[src/conv_cmd_defs.svh]
// register offsets, field positions, keys and timing counts for the conversion and command group
`ifndef CONV_CMD_DEFS_SVH
`define CONV_CMD_DEFS_SVH
`define ADDR_FAST_CONV 8'h42
`define ADDR_OVERHEAT 8'h43
`define ADDR_CMD_KEY 8'h44
`define ADDR_SPARE 8'h45
`define ADDR_REVISION 8'h46
`define RESET_WORD 16'h0000
`define SEQ_MSB 1
`define REV_MSB 7
`define KEY_NOP 16'h0000
`define KEY_RESET1 16'h15fa
`define KEY_RESET2 16'haf51
`define KEY_DAC_LOAD 16'h953a
`define KEY_DAC_CLEAR 16'h73d1
`define POWERUP_TIME_US 100
`define CLOCK_MHZ 100
`define POWERUP_CYCLES (`POWERUP_TIME_US * `CLOCK_MHZ)
`endif

[src/conv_cmd_pkg.sv]
// types shared by the conversion and command register group
package conv_cmd_pkg;
  typedef enum logic [1:0] {
    seq_idle = 2'h0,
    seq_single = 2'h1,
    seq_continuous = 2'h2,
    seq_power_down = 2'h3
  } seq_code_t;
  typedef enum {conv_off, conv_powering, conv_ready, conv_pass} conv_state_t;
  typedef struct packed {
    logic wr;
    logic rd;
    logic [7:0] addr;
    logic [15:0] wdata;
  } reg_req_t;
endpackage : conv_cmd_pkg

[src/adc_sequence_and_command_regs.sv]
// conversion sequencing, overheat reset, key command, spare and revision registers
`timescale 1ns/1ps
`include "conv_cmd_defs.svh"
module adc_sequence_and_command_regs #(
  parameter int POWERUP_CYCLES = `POWERUP_CYCLES,
  parameter logic [7:0] REVISION_CODE = 8'h5a, // arbitrary value
  parameter int CHANNELS = 4
) (
  input wire logic clock,
  input wire logic resetn,
  input wire logic clock_enable,
  input wire conv_cmd_pkg::reg_req_t req,
  output logic [15:0] rdata,
  output logic rvalid,
  input wire logic overheat,
  input wire logic pass_done,
  input wire logic [CHANNELS-1:0] clear_enabled,
  input wire logic [CHANNELS-1:0] slew_enabled,
  input wire logic reset_seen_clear,
  output logic converter_busy,
  output logic converter_power_on,
  output logic pass_start,
  output logic continuous_run,
  output logic [CHANNELS-1:0] source_mask,
  output logic enables_frozen,
  output logic dac_load_pulse,
  output logic [CHANNELS-1:0] dac_clear_pulse,
  output logic [CHANNELS-1:0] dac_clear_slew,
  output logic digital_reset,
  output logic reset_seen_flag,
  output logic alert_n
);
  // ----------------------------------------
  // decode
  // ----------------------------------------
  function automatic logic hit(input conv_cmd_pkg::reg_req_t r, input logic [7:0] a);
    hit = r.wr && (r.addr == a);
  endfunction : hit

  // a pass of a continuous sequence is under way
  function automatic logic runs_continuous(input conv_cmd_pkg::conv_state_t st,
                                           input conv_cmd_pkg::seq_code_t sq);
    runs_continuous = st == conv_cmd_pkg::conv_pass && sq == conv_cmd_pkg::seq_continuous;
  endfunction : runs_continuous

  // overheat only resets the device while the enable bit is set
  function automatic logic thermal_trip(input logic hot, input logic enable);
    thermal_trip = hot && enable;
  endfunction : thermal_trip

  conv_cmd_pkg::seq_code_t seq_reg;
  logic overheat_reset_enable_reg;
  logic [15:0] spare_reg;
  logic key1_pending_reg;
  conv_cmd_pkg::conv_state_t state_reg;
  logic [$clog2(POWERUP_CYCLES+1)-1:0] pu_count_reg;
  logic soft_reset_reg;
  logic [1:0] seq_w;
  logic seq_write;
  logic cmd_write;

  assign seq_w = req.wdata[`SEQ_MSB:0];
  assign seq_write = hit(req, `ADDR_FAST_CONV);
  assign cmd_write = hit(req, `ADDR_CMD_KEY);

  // ----------------------------------------
  // writable registers
  // ----------------------------------------
  always_ff @(posedge clock or negedge resetn) begin
    if (!resetn) begin
      seq_reg <= conv_cmd_pkg::seq_idle;
      overheat_reset_enable_reg <= 1'b0;
      spare_reg <= `RESET_WORD;
    end else if (digital_reset) begin
      seq_reg <= conv_cmd_pkg::seq_idle;
      overheat_reset_enable_reg <= 1'b0;
      spare_reg <= `RESET_WORD;
    end else if (clock_enable) begin
      if (seq_write) begin
        seq_reg <= conv_cmd_pkg::seq_code_t'(seq_w);
      end
      if (hit(req, `ADDR_OVERHEAT)) begin
        overheat_reset_enable_reg <= req.wdata[0];
      end
      if (hit(req, `ADDR_SPARE)) begin
        spare_reg <= req.wdata;
      end
    end
  end

  // ----------------------------------------
  // converter power and sequencing
  // ----------------------------------------
  always_ff @(posedge clock or negedge resetn) begin
    if (!resetn) begin
      state_reg <= conv_cmd_pkg::conv_off;
      pu_count_reg <= '0;
      pass_start <= 1'b0;
    end else if (digital_reset) begin
      state_reg <= conv_cmd_pkg::conv_off;
      pu_count_reg <= '0;
      pass_start <= 1'b0;
    end else if (clock_enable) begin
      pass_start <= 1'b0;
      if (seq_write && seq_w == 2'(conv_cmd_pkg::seq_power_down)) begin
        state_reg <= conv_cmd_pkg::conv_off;
      end else if (seq_write && state_reg == conv_cmd_pkg::conv_off) begin
        state_reg <= conv_cmd_pkg::conv_powering;
        pu_count_reg <= '0;
      end else if (seq_write && seq_w == 2'(conv_cmd_pkg::seq_idle)) begin
        if (state_reg == conv_cmd_pkg::conv_pass) begin
          state_reg <= conv_cmd_pkg::conv_ready;
        end
      end else if (seq_write && state_reg != conv_cmd_pkg::conv_powering) begin
        state_reg <= conv_cmd_pkg::conv_pass;
        pass_start <= 1'b1;
      end else begin
        unique case (state_reg)
          conv_cmd_pkg::conv_off: begin
          end
          conv_cmd_pkg::conv_powering: begin
            if (pu_count_reg == ($bits(pu_count_reg))'(POWERUP_CYCLES - 1)) begin
              state_reg <= conv_cmd_pkg::conv_ready;
            end else begin
              pu_count_reg <= pu_count_reg + 1'b1;
            end
          end
          conv_cmd_pkg::conv_ready: begin
          end
          conv_cmd_pkg::conv_pass: begin
            if (pass_done) begin
              if (seq_reg == conv_cmd_pkg::seq_continuous) begin
                pass_start <= 1'b1;
              end else begin
                state_reg <= conv_cmd_pkg::conv_ready;
              end
            end
          end
        endcase
      end
    end
  end

  // ----------------------------------------
  // converter status
  // ----------------------------------------
  always_ff @(posedge clock or negedge resetn) begin
    if (!resetn) begin
      converter_busy <= 1'b0;
      converter_power_on <= 1'b0;
    end else if (clock_enable) begin
      converter_busy <= state_reg == conv_cmd_pkg::conv_powering ||
                        state_reg == conv_cmd_pkg::conv_pass;
      converter_power_on <= state_reg != conv_cmd_pkg::conv_off;
    end
  end

  // enables stay frozen while a continuous sequence runs
  always_ff @(posedge clock or negedge resetn) begin
    if (!resetn) begin
      continuous_run <= 1'b0;
      enables_frozen <= 1'b0;
    end else if (clock_enable) begin
      continuous_run <= runs_continuous(state_reg, seq_reg);
      enables_frozen <= runs_continuous(state_reg, seq_reg);
    end
  end

  // only the four channel inputs are converted in this mode
  always_ff @(posedge clock or negedge resetn) begin
    if (!resetn) begin
      source_mask <= '0;
    end else if (clock_enable) begin
      source_mask <= '1;
    end
  end

  // ----------------------------------------
  // command keys
  // ----------------------------------------
  // first reset key is kept only until the very next write
  always_ff @(posedge clock or negedge resetn) begin
    if (!resetn) begin
      key1_pending_reg <= 1'b0;
    end else if (clock_enable) begin
      if (digital_reset) begin
        key1_pending_reg <= 1'b0;
      end else if (req.wr) begin
        key1_pending_reg <= cmd_write && req.wdata == `KEY_RESET1;
      end
    end
  end

  // second key right after the first one
  always_ff @(posedge clock or negedge resetn) begin
    if (!resetn) begin
      soft_reset_reg <= 1'b0;
    end else if (clock_enable) begin
      soft_reset_reg <= !digital_reset && cmd_write && key1_pending_reg &&
                        req.wdata == `KEY_RESET2;
    end
  end

  // load and clear strobes towards the converters
  always_ff @(posedge clock or negedge resetn) begin
    if (!resetn) begin
      dac_load_pulse <= 1'b0;
      dac_clear_pulse <= '0;
      dac_clear_slew <= '0;
    end else if (clock_enable) begin
      dac_load_pulse <= 1'b0;
      dac_clear_pulse <= '0;
      if (!digital_reset && cmd_write) begin
        unique case (req.wdata)
          `KEY_DAC_LOAD: dac_load_pulse <= 1'b1;
          `KEY_DAC_CLEAR: begin
            dac_clear_pulse <= clear_enabled;
            dac_clear_slew <= clear_enabled & slew_enabled;
          end
          default: begin
          end
        endcase
      end
    end
  end

  // ----------------------------------------
  // overheat reset and reset indication
  // ----------------------------------------
  always_ff @(posedge clock or negedge resetn) begin
    if (!resetn) begin
      digital_reset <= 1'b0;
    end else if (clock_enable) begin
      digital_reset <= thermal_trip(overheat, overheat_reset_enable_reg) ||
                       soft_reset_reg;
    end
  end

  // a set wins over a clear in the same cycle
  always_ff @(posedge clock or negedge resetn) begin
    if (!resetn) begin
      reset_seen_flag <= 1'b1;
    end else if (clock_enable) begin
      if (digital_reset) begin
        reset_seen_flag <= 1'b1;
      end else if (reset_seen_clear) begin
        reset_seen_flag <= 1'b0;
      end
    end
  end

  always_ff @(posedge clock or negedge resetn) begin
    if (!resetn) begin
      alert_n <= 1'b0;
    end else if (clock_enable) begin
      alert_n <= !(digital_reset || (reset_seen_flag && !reset_seen_clear));
    end
  end

  // ----------------------------------------
  // readback
  // ----------------------------------------
  always_ff @(posedge clock or negedge resetn) begin
    if (!resetn) begin
      rvalid <= 1'b0;
    end else if (clock_enable) begin
      rvalid <= req.rd;
    end
  end

  // data stands for one cycle only, zero otherwise
  always_ff @(posedge clock or negedge resetn) begin
    if (!resetn) begin
      rdata <= `RESET_WORD;
    end else if (clock_enable) begin
      rdata <= `RESET_WORD;
      if (req.rd) begin
        unique case (req.addr)
          `ADDR_FAST_CONV: rdata <= {14'h0000, seq_reg};
          `ADDR_OVERHEAT: rdata <= {15'h0000, overheat_reset_enable_reg};
          `ADDR_SPARE: rdata <= spare_reg;
          `ADDR_REVISION: rdata <= {8'h00, REVISION_CODE[`REV_MSB:0]};
          default: rdata <= `RESET_WORD;
        endcase
      end
    end
  end
endmodule : adc_sequence_and_command_regs

[config.mk]
export PLATFORM = sky130hd
export DESIGN_NAME = adc_sequence_and_command_regs
export DESIGN_NICKNAME = d
export VERILOG_FILES = /design/src/conv_cmd_pkg.sv /design/src/adc_sequence_and_command_regs.sv
export VERILOG_INCLUDE_DIRS = /design/src
export SDC_FILE = /design/constraint.sdc
export NUM_CORES = 1
export LEC_CHECK = 0
export BUFFER_PORTS_ARGS = -buffer_cell sky130_fd_sc_hd__buf_2
export CORE_MARGIN = 2
export CORE_UTILIZATION = 54
export DETAILED_ROUTE_END_ITERATION = 10
export MAX_ROUTING_LAYER = met4
export PLACE_DENSITY = 0.79
export SLEW_MARGIN = 20
export SYNTH_ARGS = -nofsm -noshare
export SYNTH_HDL_FRONTEND = slang
export SYNTH_SLANG_ARGS = --single-unit
export TNS_END_PERCENT = 5
[constraint.sdc]
create_clock -name clock -period 2.6 [get_ports clock]
set_input_delay 0.13 -clock clock [delete_from_list [all_inputs] [get_ports clock]]
set_output_delay 0.13 -clock clock [all_outputs]
set_load 0.05 [all_outputs]
## Yosys cells after proc, flatten, opt, wreduce, memory -nomap -nowiden

Cells that the tools add are included.

| storage, ports and cells | value |
|---|---|
| bits in registers | 101 |
| bits of input ports | 40 |
| output and inout port bits | 38 |
| word-level logic and storage cells | 134 |

| operators by class | value |
|---|---|
| $add $sub $neg | 1 |
| equality and inequality tests | 25 |
| muxes and demuxes | 47 |
| bitwise gates (word level) | 1 |
| reduce and logical (&&, ||, !) cells | 40 |

Operator list:

| operator | number |
|---|---|
| 32-bit two-way mux | 10 |
| 14-bit two-way mux | 8 |
| 32-bit by 2-bit == test with 1-bit output, second input constant | 2 |
| 16-bit two-way mux | 4 |
| 16-bit case mux with 4 select lines | 1 |
| 32-bit case mux with 2 select lines | 1 |
| 8-bit by 7-bit == test with 1-bit output, second input constant | 5 |
| 16-bit == test, second input constant | 2 |
| 32-bit by 1-bit == test with 1-bit output, second input constant | 1 |
| 32-bit by 3-bit == test with 1-bit output, second input constant | 1 |
| 32-bit logical NOT | 1 |
| 32-bit by 2-bit != test with 1-bit output, second input constant | 1 |
| 32-bit nonzero test | 1 |
| 7-bit != test, second input constant | 3 |
| 1-bit two-way mux | 18 |
| 16-bit by 13-bit == test with 1-bit output, second input constant | 1 |
| 16-bit by 15-bit == test with 1-bit output, second input constant | 1 |
| 1-bit logical AND | 15 |
| 14-bit by 1-bit adder with 14-bit output, second input constant | 1 |
| 14-bit == test, second input constant | 1 |
| 6-bit AND reduction | 2 |
| 2-bit nonzero test | 6 |
| 2-bit AND reduction | 5 |
| 3-bit != test, second input constant | 3 |
| other kinds (12) | 20 |

## Logic depth before layout (Yosys ltp)

Gate-level depths: netlist (run 1).

| depth | value |
|---|---|
| depth in word-level cells | 10 |
| depth in mapped cells | 7 |
| mapped depth without buffers | 6 |

## Worst setup path before layout (run 1)

No wires, ideal clock.

| timing | value |
|---|---|
| kind | reg-to-reg |
| start point | register digital_reset |
| end point | register pu_count_reg[7] |
| library setup time | 78 ps |
| data arrival time | 1,995 ps |
| required time | 2,522 ps |
| path slack | 527 ps |
| stages on the path, launching flop included | 7 |
| buffers on the path | 1 |
| period minus slack after synthesis | 2,073 ps |
| path through | dfrtp_1 -> buf_2 -> nor2_1 -> a41oi_4 -> nand4_4 -> or4_1 -> a21oi_1 |

| on the way | value |
|---|---|
| longest elaborated chain between the ends | 2 |
| elaborated cells on any way between the ends | 8 |
| those cells by class | eq/ne: 4; mux: 1; reduce/logical: 3 |

RTL lines:

| item | RTL line | RTL |
|---|---|---|
| from (decl) | adc_sequence_and_command_regs.sv:29 | `output logic digital_reset,` |
| from (signal assigned) | adc_sequence_and_command_regs.sv:234 | `digital_reset <= thermal_trip(overheat, overheat_reset_enable_reg) \|\|` |
| 3-bit != test (no source line) (tied with other cells) | -- |  |
| 6-bit AND reduction (no source line) | -- |  |
| to (signal assigned) | adc_sequence_and_command_regs.sv:125 | `pu_count_reg <= pu_count_reg + 1'b1;` |
| to (decl) | adc_sequence_and_command_regs.sv:56 | `logic [$clog2(POWERUP_CYCLES+1)-1:0] pu_count_reg;` |

Parallel ways exist; a longest one is shown, timed or not.
A chain may end at the register's enable or synchronous reset.

## Worst setup path after layout (run 1)

| timing | value |
|---|---|
| start point | register pu_count_reg[0] |
| end point | register pu_count_reg[7] |

| on the way | value |
|---|---|
| longest elaborated chain between the ends | 9 |
| elaborated cells on any way between the ends | 12 |
| those cells by class | add/sub: 1; eq/ne: 2; mux: 8; reduce/logical: 1 |

RTL lines:

| item | RTL line | RTL |
|---|---|---|
| 14-bit by 1-bit adder with 14-bit output | adc_sequence_and_command_regs.sv:125 |  |
| 14-bit two-way mux | adc_sequence_and_command_regs.sv:122 | `if (pu_count_reg == ($bits(pu_count_reg))'(POWERUP_CYCLES - 1)) begin` |
| 14-bit two-way mux | adc_sequence_and_command_regs.sv:118 | `unique case (state_reg)` |
| 14-bit two-way mux | adc_sequence_and_command_regs.sv:114 | `end else if (seq_write && state_reg != conv_cmd_pkg::conv_powering) begin` |
| 14-bit two-way mux | adc_sequence_and_command_regs.sv:110 | `end else if (seq_write && seq_w == 2'(conv_cmd_pkg::seq_idle)) begin` |
| 14-bit two-way mux | adc_sequence_and_command_regs.sv:107 | `end else if (seq_write && state_reg == conv_cmd_pkg::conv_off) begin` |
| 14-bit two-way mux | adc_sequence_and_command_regs.sv:105 | `if (seq_write && seq_w == 2'(conv_cmd_pkg::seq_power_down)) begin` |
| 14-bit two-way mux | adc_sequence_and_command_regs.sv:103 | `end else if (clock_enable) begin` |
| 14-bit two-way mux | adc_sequence_and_command_regs.sv:99 | `end else if (digital_reset) begin` |

Parallel ways exist; a longest one is shown, timed or not. The select of a mux whose other input is x is not followed.

==> PnR_summary.wiki, run 1 <==
{| class="wikitable"
! Metric !! Value
|-
| # resized after CTS || 0
|-
| Post-DR vias/cell || about 5.8
|-
| Slew of the pin with the lowest slew margin || approximately 0.94 ns
|-
| Number of synthesized register bits || 71
|-
| Number of I/O pins || 78
|-
| Setup crit end kind || register
|-
| Share of final-layout standard cells stronger than drive strength 1 || 0.250
|-
| Post-CTS setup-driven buffer insertion count || 0
|-
| Via count of the first global-routing pass || just under 3000
|-
| Synth area leaders || sky130_fd_sc_hd__dfrtp_1, sky130_fd_sc_hd__nand2_1, sky130_fd_sc_hd__a21oi_1
|-
| RSZ-0062 raised after global routing || false
|-
| HPWL after DPL || about 6000 microns
|-
| Post-Synthesis Cell Area || about 3600 sq um
|-
| Congestion Overflow GR || 0
|-
| Post-Place Setup Slack || approximately 0.46 ns
|-
| Shortest period the worst path allows || 2.16 ns
|-
| Pint || 0.00157 W
|-
| Clock-pin slew on the worst setup and hold paths || roughly 0.08 ns
|-
| Sw frac || 0.279
|-
| Finished Layout Cells || 525
|-
| H-Tree Level Count || 3
|-
| Placement row count || 29
|-
| WL per Instance || about 16 microns
|-
| Die boundary width || 85.3 microns
|-
| Height of the die || around 85 microns
|-
| Net Count, Synth || around 410
|-
| Arrival time at the worst endpoint || around 2.4 ns
|-
| Endpoint with the worst hold slack || dac_clear_pulse[1]
|-
| Net count, final || around 480
|-
| Total Negative Setup Slacks || 0 ns
|-
| Clock tree from TritonCTS || done
|-
| Logic pwr share || 0.108
|-
| Final worst slack || 0.445 ns
|-
| Number of violations reported at the end of detailed-routing iteration 0 || a little over 200
|-
| Final Hold Fails || 0
|-
| Worst clock skew || around 0.010 ns
|-
| Synth unique cells || 60
|-
| Wirelength, routed || slightly above 8000 microns
|-
| Relative area change from synthesis to final layout || 16.5%
|-
| Share of synthesized flip-flops with an asynchronous set or reset || 1.00
|-
| Run status || complete, no violations
|-
| Final antenna diode count || 0
|-
| Final period util || 0.829
|-
| Start of the worst register-to-register path || pu_count_reg[0]
|-
| Clock network fraction of design power || 0.366
|-
| Pins Over Slew Limit || 0
|-
| Part of the Yosys area used for sequential elements || 0.498
|-
| Initial Utilization || 0.559
|-
| Number of instances in the synthesized netlist || 373
|-
| IR drop worst, VDD || 0.000345 V
|-
| Gp weighted congestion || 0.920
|-
| Total global routing track utilization || 0.248
|-
| Placeable core region || 6390 sq um
|-
| Count of hold-fix buffers inserted at cts || 1
|-
| Cell type contributing the most total cell area after synthesis || sky130_fd_sc_hd__dfrtp_1
|-
| Number of CTS-inserted buffers || 9
|-
| Maximum count of clock buffers along a single path || 2
|-
| Power Density || roughly 520 nW/um^2
|-
| Total vias in the final route || slightly above 3000
|-
| Wire length of the first global-routing pass || ~14000 microns
|-
| Placed cells || a little over 500
|-
| Crit Reg-Reg Endpoint || pu_count_reg[7]
|-
| Insertion delay to the later sink of the worst-skew pair || 0.35 ns
|-
| Largest net degree at the start of global routing || 28
|-
| Post-synth EDFFs || 0
|-
| Path class of the lowest-slack min-delay path || input port to register
|-
| Worst hold stages || 2
|-
| Leakage Power || just under 2 nW
|-
| Setup slack on the worst flop-to-flop path || between 0.4 and 0.5 ns
|-
| CP startpoint kind || register
|-
| Flip-flop cell with the highest count after synthesis || sky130_fd_sc_hd__dfrtp_1
|-
| Top-area cell type share of the netlist area || 0.491
|-
| Most frequent cells in the layout || sky130_fd_sc_hd__buf_2, sky130_fd_sc_hd__dfrtp_1, sky130_fd_sc_hd__nand2_1
|-
| Worst reg2reg path depth || 6
|-
| Worst-path maximum fanout || 18
|-
| First drt pass iteration count || 4
|-
| Cell chosen for the clock root || sky130_fd_sc_hd__clkbuf_8
|-
| Switch Pwr || slightly above 0.0006 W
|-
| Post-Syn Area per Cell || approximately 9.6 sq um
|-
| Proportion of power drawn by flip-flops and latches || 0.526
|-
| Endpoint required time on the critical path || between 2 and 3 ns
|-
| Maximum clock rate || about 460 MHz
|-
| Number of antenna violations at the first check in global routing || 0
|-
| Die outline area || approximately 7300 sq um
|-
| Commonest non-fill, non-tap cell in the layout || sky130_fd_sc_hd__buf_2
|-
| Sink Count || 71
|-
| Source of the worst hold timing path || clear_enabled[1]
|-
| Count of endpoints failing setup in the final report || 0
|-
| Number of max-cap violations || 0
|-
| Critical Setup Path Class || register to register
|-
| # DRC || 0
|-
| Synth Warn # || 0
|-
| Slew Limit Headroom || 0.374
|-
| Remaining antenna violation count || 0
|-
| Total of buffers placed on input and output ports || 77
|}
-- power groups by stage --
stage / Clock (W) / Sequential (W) / Combinational (W)
after detailed placement: 0 / 0.00117 / 0.000234
after floorplan: 0 / 0.00119 / 0.000109
after global placement: 0 / 0.00117 / 0.000229
after CTS: 0.000817 / 0.00115 / 0.000236
final: 0.000797 / 0.00115 / 0.000235
after global routing: 0.000856 / 0.00115 / 0.000261
-- worst max-delay path by stage --
stage	from	to	slack [ns]	depth (start not counted)
CTS	pu_count_reg[0]	pu_count_reg[7]	0.42	6
finish	pu_count_reg[0]	pu_count_reg[7]	0.44	6
detailed placement	pu_count_reg[0]	pu_count_reg[7]	0.46	6
global placement	pu_count_reg[0]	pu_count_reg[7]	0.55	6
global route	pu_count_reg[0]	pu_count_reg[7]	0.31	6
floorplan	digital_reset	pu_count_reg[7]	0.53	6
-- worst max-delay path, stage by stage (launching register included) --
cell and delay [ns]:
sky130_fd_sc_hd__dfrtp_1 0.41, sky130_fd_sc_hd__ha_1 0.24, sky130_fd_sc_hd__and4b_1 0.23, sky130_fd_sc_hd__nand4_1 0.21, sky130_fd_sc_hd__nand4_4 0.25, sky130_fd_sc_hd__or4_1 0.58
sky130_fd_sc_hd__a21oi_1 0.15
-- routing by layer --
layer,track usage,share of wire
met1,0.317,0.43
met2,0.393,0.50
met3,0.0506,0.063
met4,0.0909,0.0085
met5,-,0
-- logic make-up (layout without fill, tap and decap cells) --
| group | Yosys count | count (layout) | share of synthesized area |
|---|---|---|---|
| adders and majority gates | 1 | 1 | 0.00350 |
| buffers and inverters | 41 | 116 | 0.0519 |
| AOI/OAI and AO/OA | 98 | 98 | 0.182 |
| muxes | 8 | 8 | 0.0228 |
| xor gates and xnor gates | 3 | 3 | 0.00736 |
| DFF | 71 | 71 | 0.498 |
| and+or+nand+nor | 151 | 151 | 0.234 |
-- synthesized netlist by cell type (3+ instances only) --
cell type	count
sky130_fd_sc_hd__nor2_1	16
sky130_fd_sc_hd__or3_1	11
sky130_fd_sc_hd__and4_1	3
sky130_fd_sc_hd__and3_1	3
sky130_fd_sc_hd__nor3_1	4
sky130_fd_sc_hd__nor4bb_1	3
sky130_fd_sc_hd__nand2b_1	3
sky130_fd_sc_hd__nor2b_1	7
sky130_fd_sc_hd__inv_1	17
sky130_fd_sc_hd__a21oi_1	37
sky130_fd_sc_hd__dfrtp_1	70
sky130_fd_sc_hd__clkbuf_1	13
sky130_fd_sc_hd__buf_4	5
sky130_fd_sc_hd__o21ai_0	18
sky130_fd_sc_hd__a22o_1	15
sky130_fd_sc_hd__or2_2	4
sky130_fd_sc_hd__buf_2	3
sky130_fd_sc_hd__nand2_1	57
sky130_fd_sc_hd__nand3_1	12
sky130_fd_sc_hd__mux2i_1	7
sky130_fd_sc_hd__a31oi_1	4
sky130_fd_sc_hd__a21o_1	5
sky130_fd_sc_hd__nand4_1	10
sky130_fd_sc_hd__o2bb2ai_1	3
-- cell type report --
class	count	area (sq um)
sequential	71	1780
inverter	17	63.8
multi-input combinational	261	1610
tap	77	96.3
timing repair buffer	83	433
clock inverter	6	42.5
clock buffer	10	138
fill	560	2230
-- per-stage QoR --
step / hold slack, ns / total power [W] / utilization / instance area [sq um]
after floorplan: -0.166 / 0.00130 / - / 3570
after global placement: 0.131 / 0.00140 / 0.621 / 3970
after detailed placement: 0.144 / 0.00140 / 0.621 / 3970
after CTS: 0.00455 / 0.00220 / 0.651 / 4160
after global routing: 0.0149 / 0.00227 / 0.651 / 4160
final: 0.0176 / 0.00218 / 0.651 / 4160
Power figures use the tool's default switching activity.
==> run 2: changes to the inputs <==
==> constraint.sdc (replaced) <==
create_clock -name clock -period 2.11 [get_ports clock]
set_input_delay 0.1055 -clock clock [delete_from_list [all_inputs] [get_ports clock]]
set_output_delay 0.1055 -clock clock [all_outputs]
set_load 0.05 [all_outputs]
==> run 2 against run 1 <==
Clock-buffer cell count decreased by 1. First-iteration DRC count rose by 57%. Final cell count grew 4.0%. Setup slack got worse by 0.33 ns. Register-to-register slack worse by 0.33 ns. Fmax increased by 8.1%. Combinational power rose by 34%.
==> PnR_summary.wiki, run 2 (synthesis results as in run 1) <==
{| class="wikitable"
! Metric !! Value
|-
| Run status || complete, no violations
|-
| Number of CTS-inserted buffers || 9
|-
| Relative area change from synthesis to final layout || 22.2%
|-
| Arrival time at the worst endpoint || 2.27 ns
|-
| Net count, final || 505
|-
| Slew Limit Headroom || 0.334
|-
| Post-DR vias/cell || 5.87
|-
| Shortest period the worst path allows || between 1.5 and 2 ns
|-
| Number of violations reported at the end of detailed-routing iteration 0 || around 320
|-
| Maximum count of clock buffers along a single path || 2
|-
| Maximum single-stage delay on the critical path || approximately 0.54 ns
|-
| Sum of internal, switching and leakage power || ~0.0027 W
|-
| Most frequent cells in the layout || sky130_fd_sc_hd__buf_2, sky130_fd_sc_hd__dfrtp_1, sky130_fd_sc_hd__nand2_1
|-
| # DRC || 0
|-
| Worst-path maximum fanout || 8
|-
| Worst clock skew || approximately 0.011 ns
|-
| Cell-by-cell trace of the critical path || ha_2 > and4b_1 > nand4_1 > nand4_4 > or4_1 > a21oi_1
|-
| Pins Over Slew Limit || 0
|-
| Via count of the first global-routing pass || 2984
|-
| Die outline area || 7280 sq um
|-
| Placement row count || 29
|-
| Cell chosen for the clock root || sky130_fd_sc_hd__clkbuf_8
|-
| Path class of the lowest-slack min-delay path || input port to register
|-
| Gp weighted congestion || approximately 0.86
|-
| Count of endpoints failing setup in the final report || 0
|-
| Final non-filler cell area || around 4400 sq um
|-
| Initial Utilization || 0.559
|-
| Number of I/O pins || 78
|-
| Total vias in the final route || 3206
|-
| Start of the worst register-to-register path || pu_count_reg[0]
|-
| Number of max-cap violations || 0
|-
| Total of buffers placed on input and output ports || just under 80
|-
| Wire length of the first global-routing pass || 14000 microns
|-
| Endpoint required time on the critical path || 2.38 ns
|-
| Wirelength, routed || ~8600 microns
|-
| Die boundary width || roughly 85 microns
|-
| Worst path slowest cell || sky130_fd_sc_hd__or4_1
|-
| Insertion delay to the later sink of the worst-skew pair || ~0.35 ns
|-
| Critical Setup Path Class || register to register
|-
| Congestion Overflow GR || 0
|-
| First drt pass iteration count || 6
|-
| Power Density || ~630 nW/um^2
|-
| Share of final-layout standard cells stronger than drive strength 1 || 0.264
|-
| Remaining antenna violation count || 0
|-
| Setup crit end kind || register
|-
| Sink Count || 71
|-
| Count of filler cells inserted in the layout || between 500 and 600
|-
| Largest net degree at the start of global routing || between 50 and 60
|-
| WL per Instance || 15.7 microns
|-
| Leakage Power || around 2.0 nW
|-
| Start point of the critical path || pu_count_reg[0]
|-
| IR drop worst, VDD || a little over 0.0004 V
|-
| Maximum clock rate || approximately 500 MHz
|-
| Placeable core region || ~6400 sq um
|-
| Placed instance area || 4030 sq um
|-
| Total global routing track utilization || 0.248
|-
| Clock-pin slew on the worst setup and hold paths || ~0.090 ns
|-
| Final period util || 0.945
|-
| Final antenna diode count || 0
|-
| HPWL after DPL || 5950 microns
|-
| Slew of the pin with the lowest slew margin || roughly 1.0 ns
|-
| Height of the die || around 85 microns
|-
| H-Tree Level Count || 3
|-
| Clock tree from TritonCTS || done
|-
| Source of the worst hold timing path || req[9]
|-
| CP startpoint kind || register
|-
| Commonest non-fill, non-tap cell in the layout || sky130_fd_sc_hd__buf_2
|-
| Number of antenna violations at the first check in global routing || 0
|-
| Final Hold Fails || 0
|}
[run 2: metal layers]
| metal | part of all wire | global-route usage | up-vias |
|---|---|---|---|
| met5 | 0 | - | - |
| met4 | 0.018 | 0.0895 | 0 |
| li1 | - | - | 1521 |
| met2 | 0.49 | 0.388 | 104 |
| met1 | 0.44 | 0.331 | 1558 |
| met3 | 0.047 | 0.0350 | 23 |
[run 2: where the power goes]
group	switching [W]	total, W	internal, W
sequential	0.0000257	0.00141	0.00138
clock	0.000566	0.00101	0.000446
combinational	0.000204	0.000314	0.000109
[run 2: path summary, 6_finish.rpt]
check,endpoint,slack [ns],depth (start not counted)
max reg2reg,pu_count_reg[7],0.12,6
max,pu_count_reg[7],0.12,6
min in group asynchronous,pu_count_reg[5],0.26,2
min,spare_reg[9],0.01,3
min reg2reg,key1_pending_reg,0.47,2
max in group asynchronous,key1_pending_reg,1.19,3
[run 2: worst max-delay path, delay by kind of cell, from the launching register on]
family / cells / cell delay (ns)
AOI/OAI and AO/OA: 1 / 0.15
adders and majority gates: 1 / 0.21
and+or+nand+nor: 4 / 1.15
DFF: 1 / 0.41
[run 2: repair_timing]
action | 4_1_cts | 5_1_grt
buffers inserted | 0 | 3
setup endpoints to repair | 0 | 6
resized for setup | 0 | 2
endpoints found under the hold margin | 28 | 1
hold buffers | 10 | 1
[run 2: layout make-up]
| type | instances | area [sq um] | area share |
|---|---|---|---|
| multi-input cells | 261 | 1610 | 0.369 |
| well taps | 77 | 96.3 | 0.0221 |
| clock buffers | 9 | 124 | 0.0284 |
| repair buffers | 104 | 629 | 0.144 |
| inverters | 17 | 63.8 | 0.0146 |
| flip-flops and latches | 71 | 1780 | 0.408 |
| clock inverters | 7 | 60.1 | 0.0138 |
[run 2: stage by stage]
step | setup slack (ns) | setup TNS (ns) | utilization | hold WS (ns) | std cells
floorplan | 0.0373 | 0 | - | -0.190 | 373
global placement | 0.152 | 0 | 0.631 | 0.101 | 515
detailed placement | 0.0588 | 0 | 0.631 | 0.115 | 515
CTS | 0.0475 | 0 | 0.676 | 0.00139 | 541
global route | -0.0000115 | -0.0000115 | 0.683 | 0.00720 | 546
finish | 0.116 | 0 | 0.683 | 0.0117 | 546
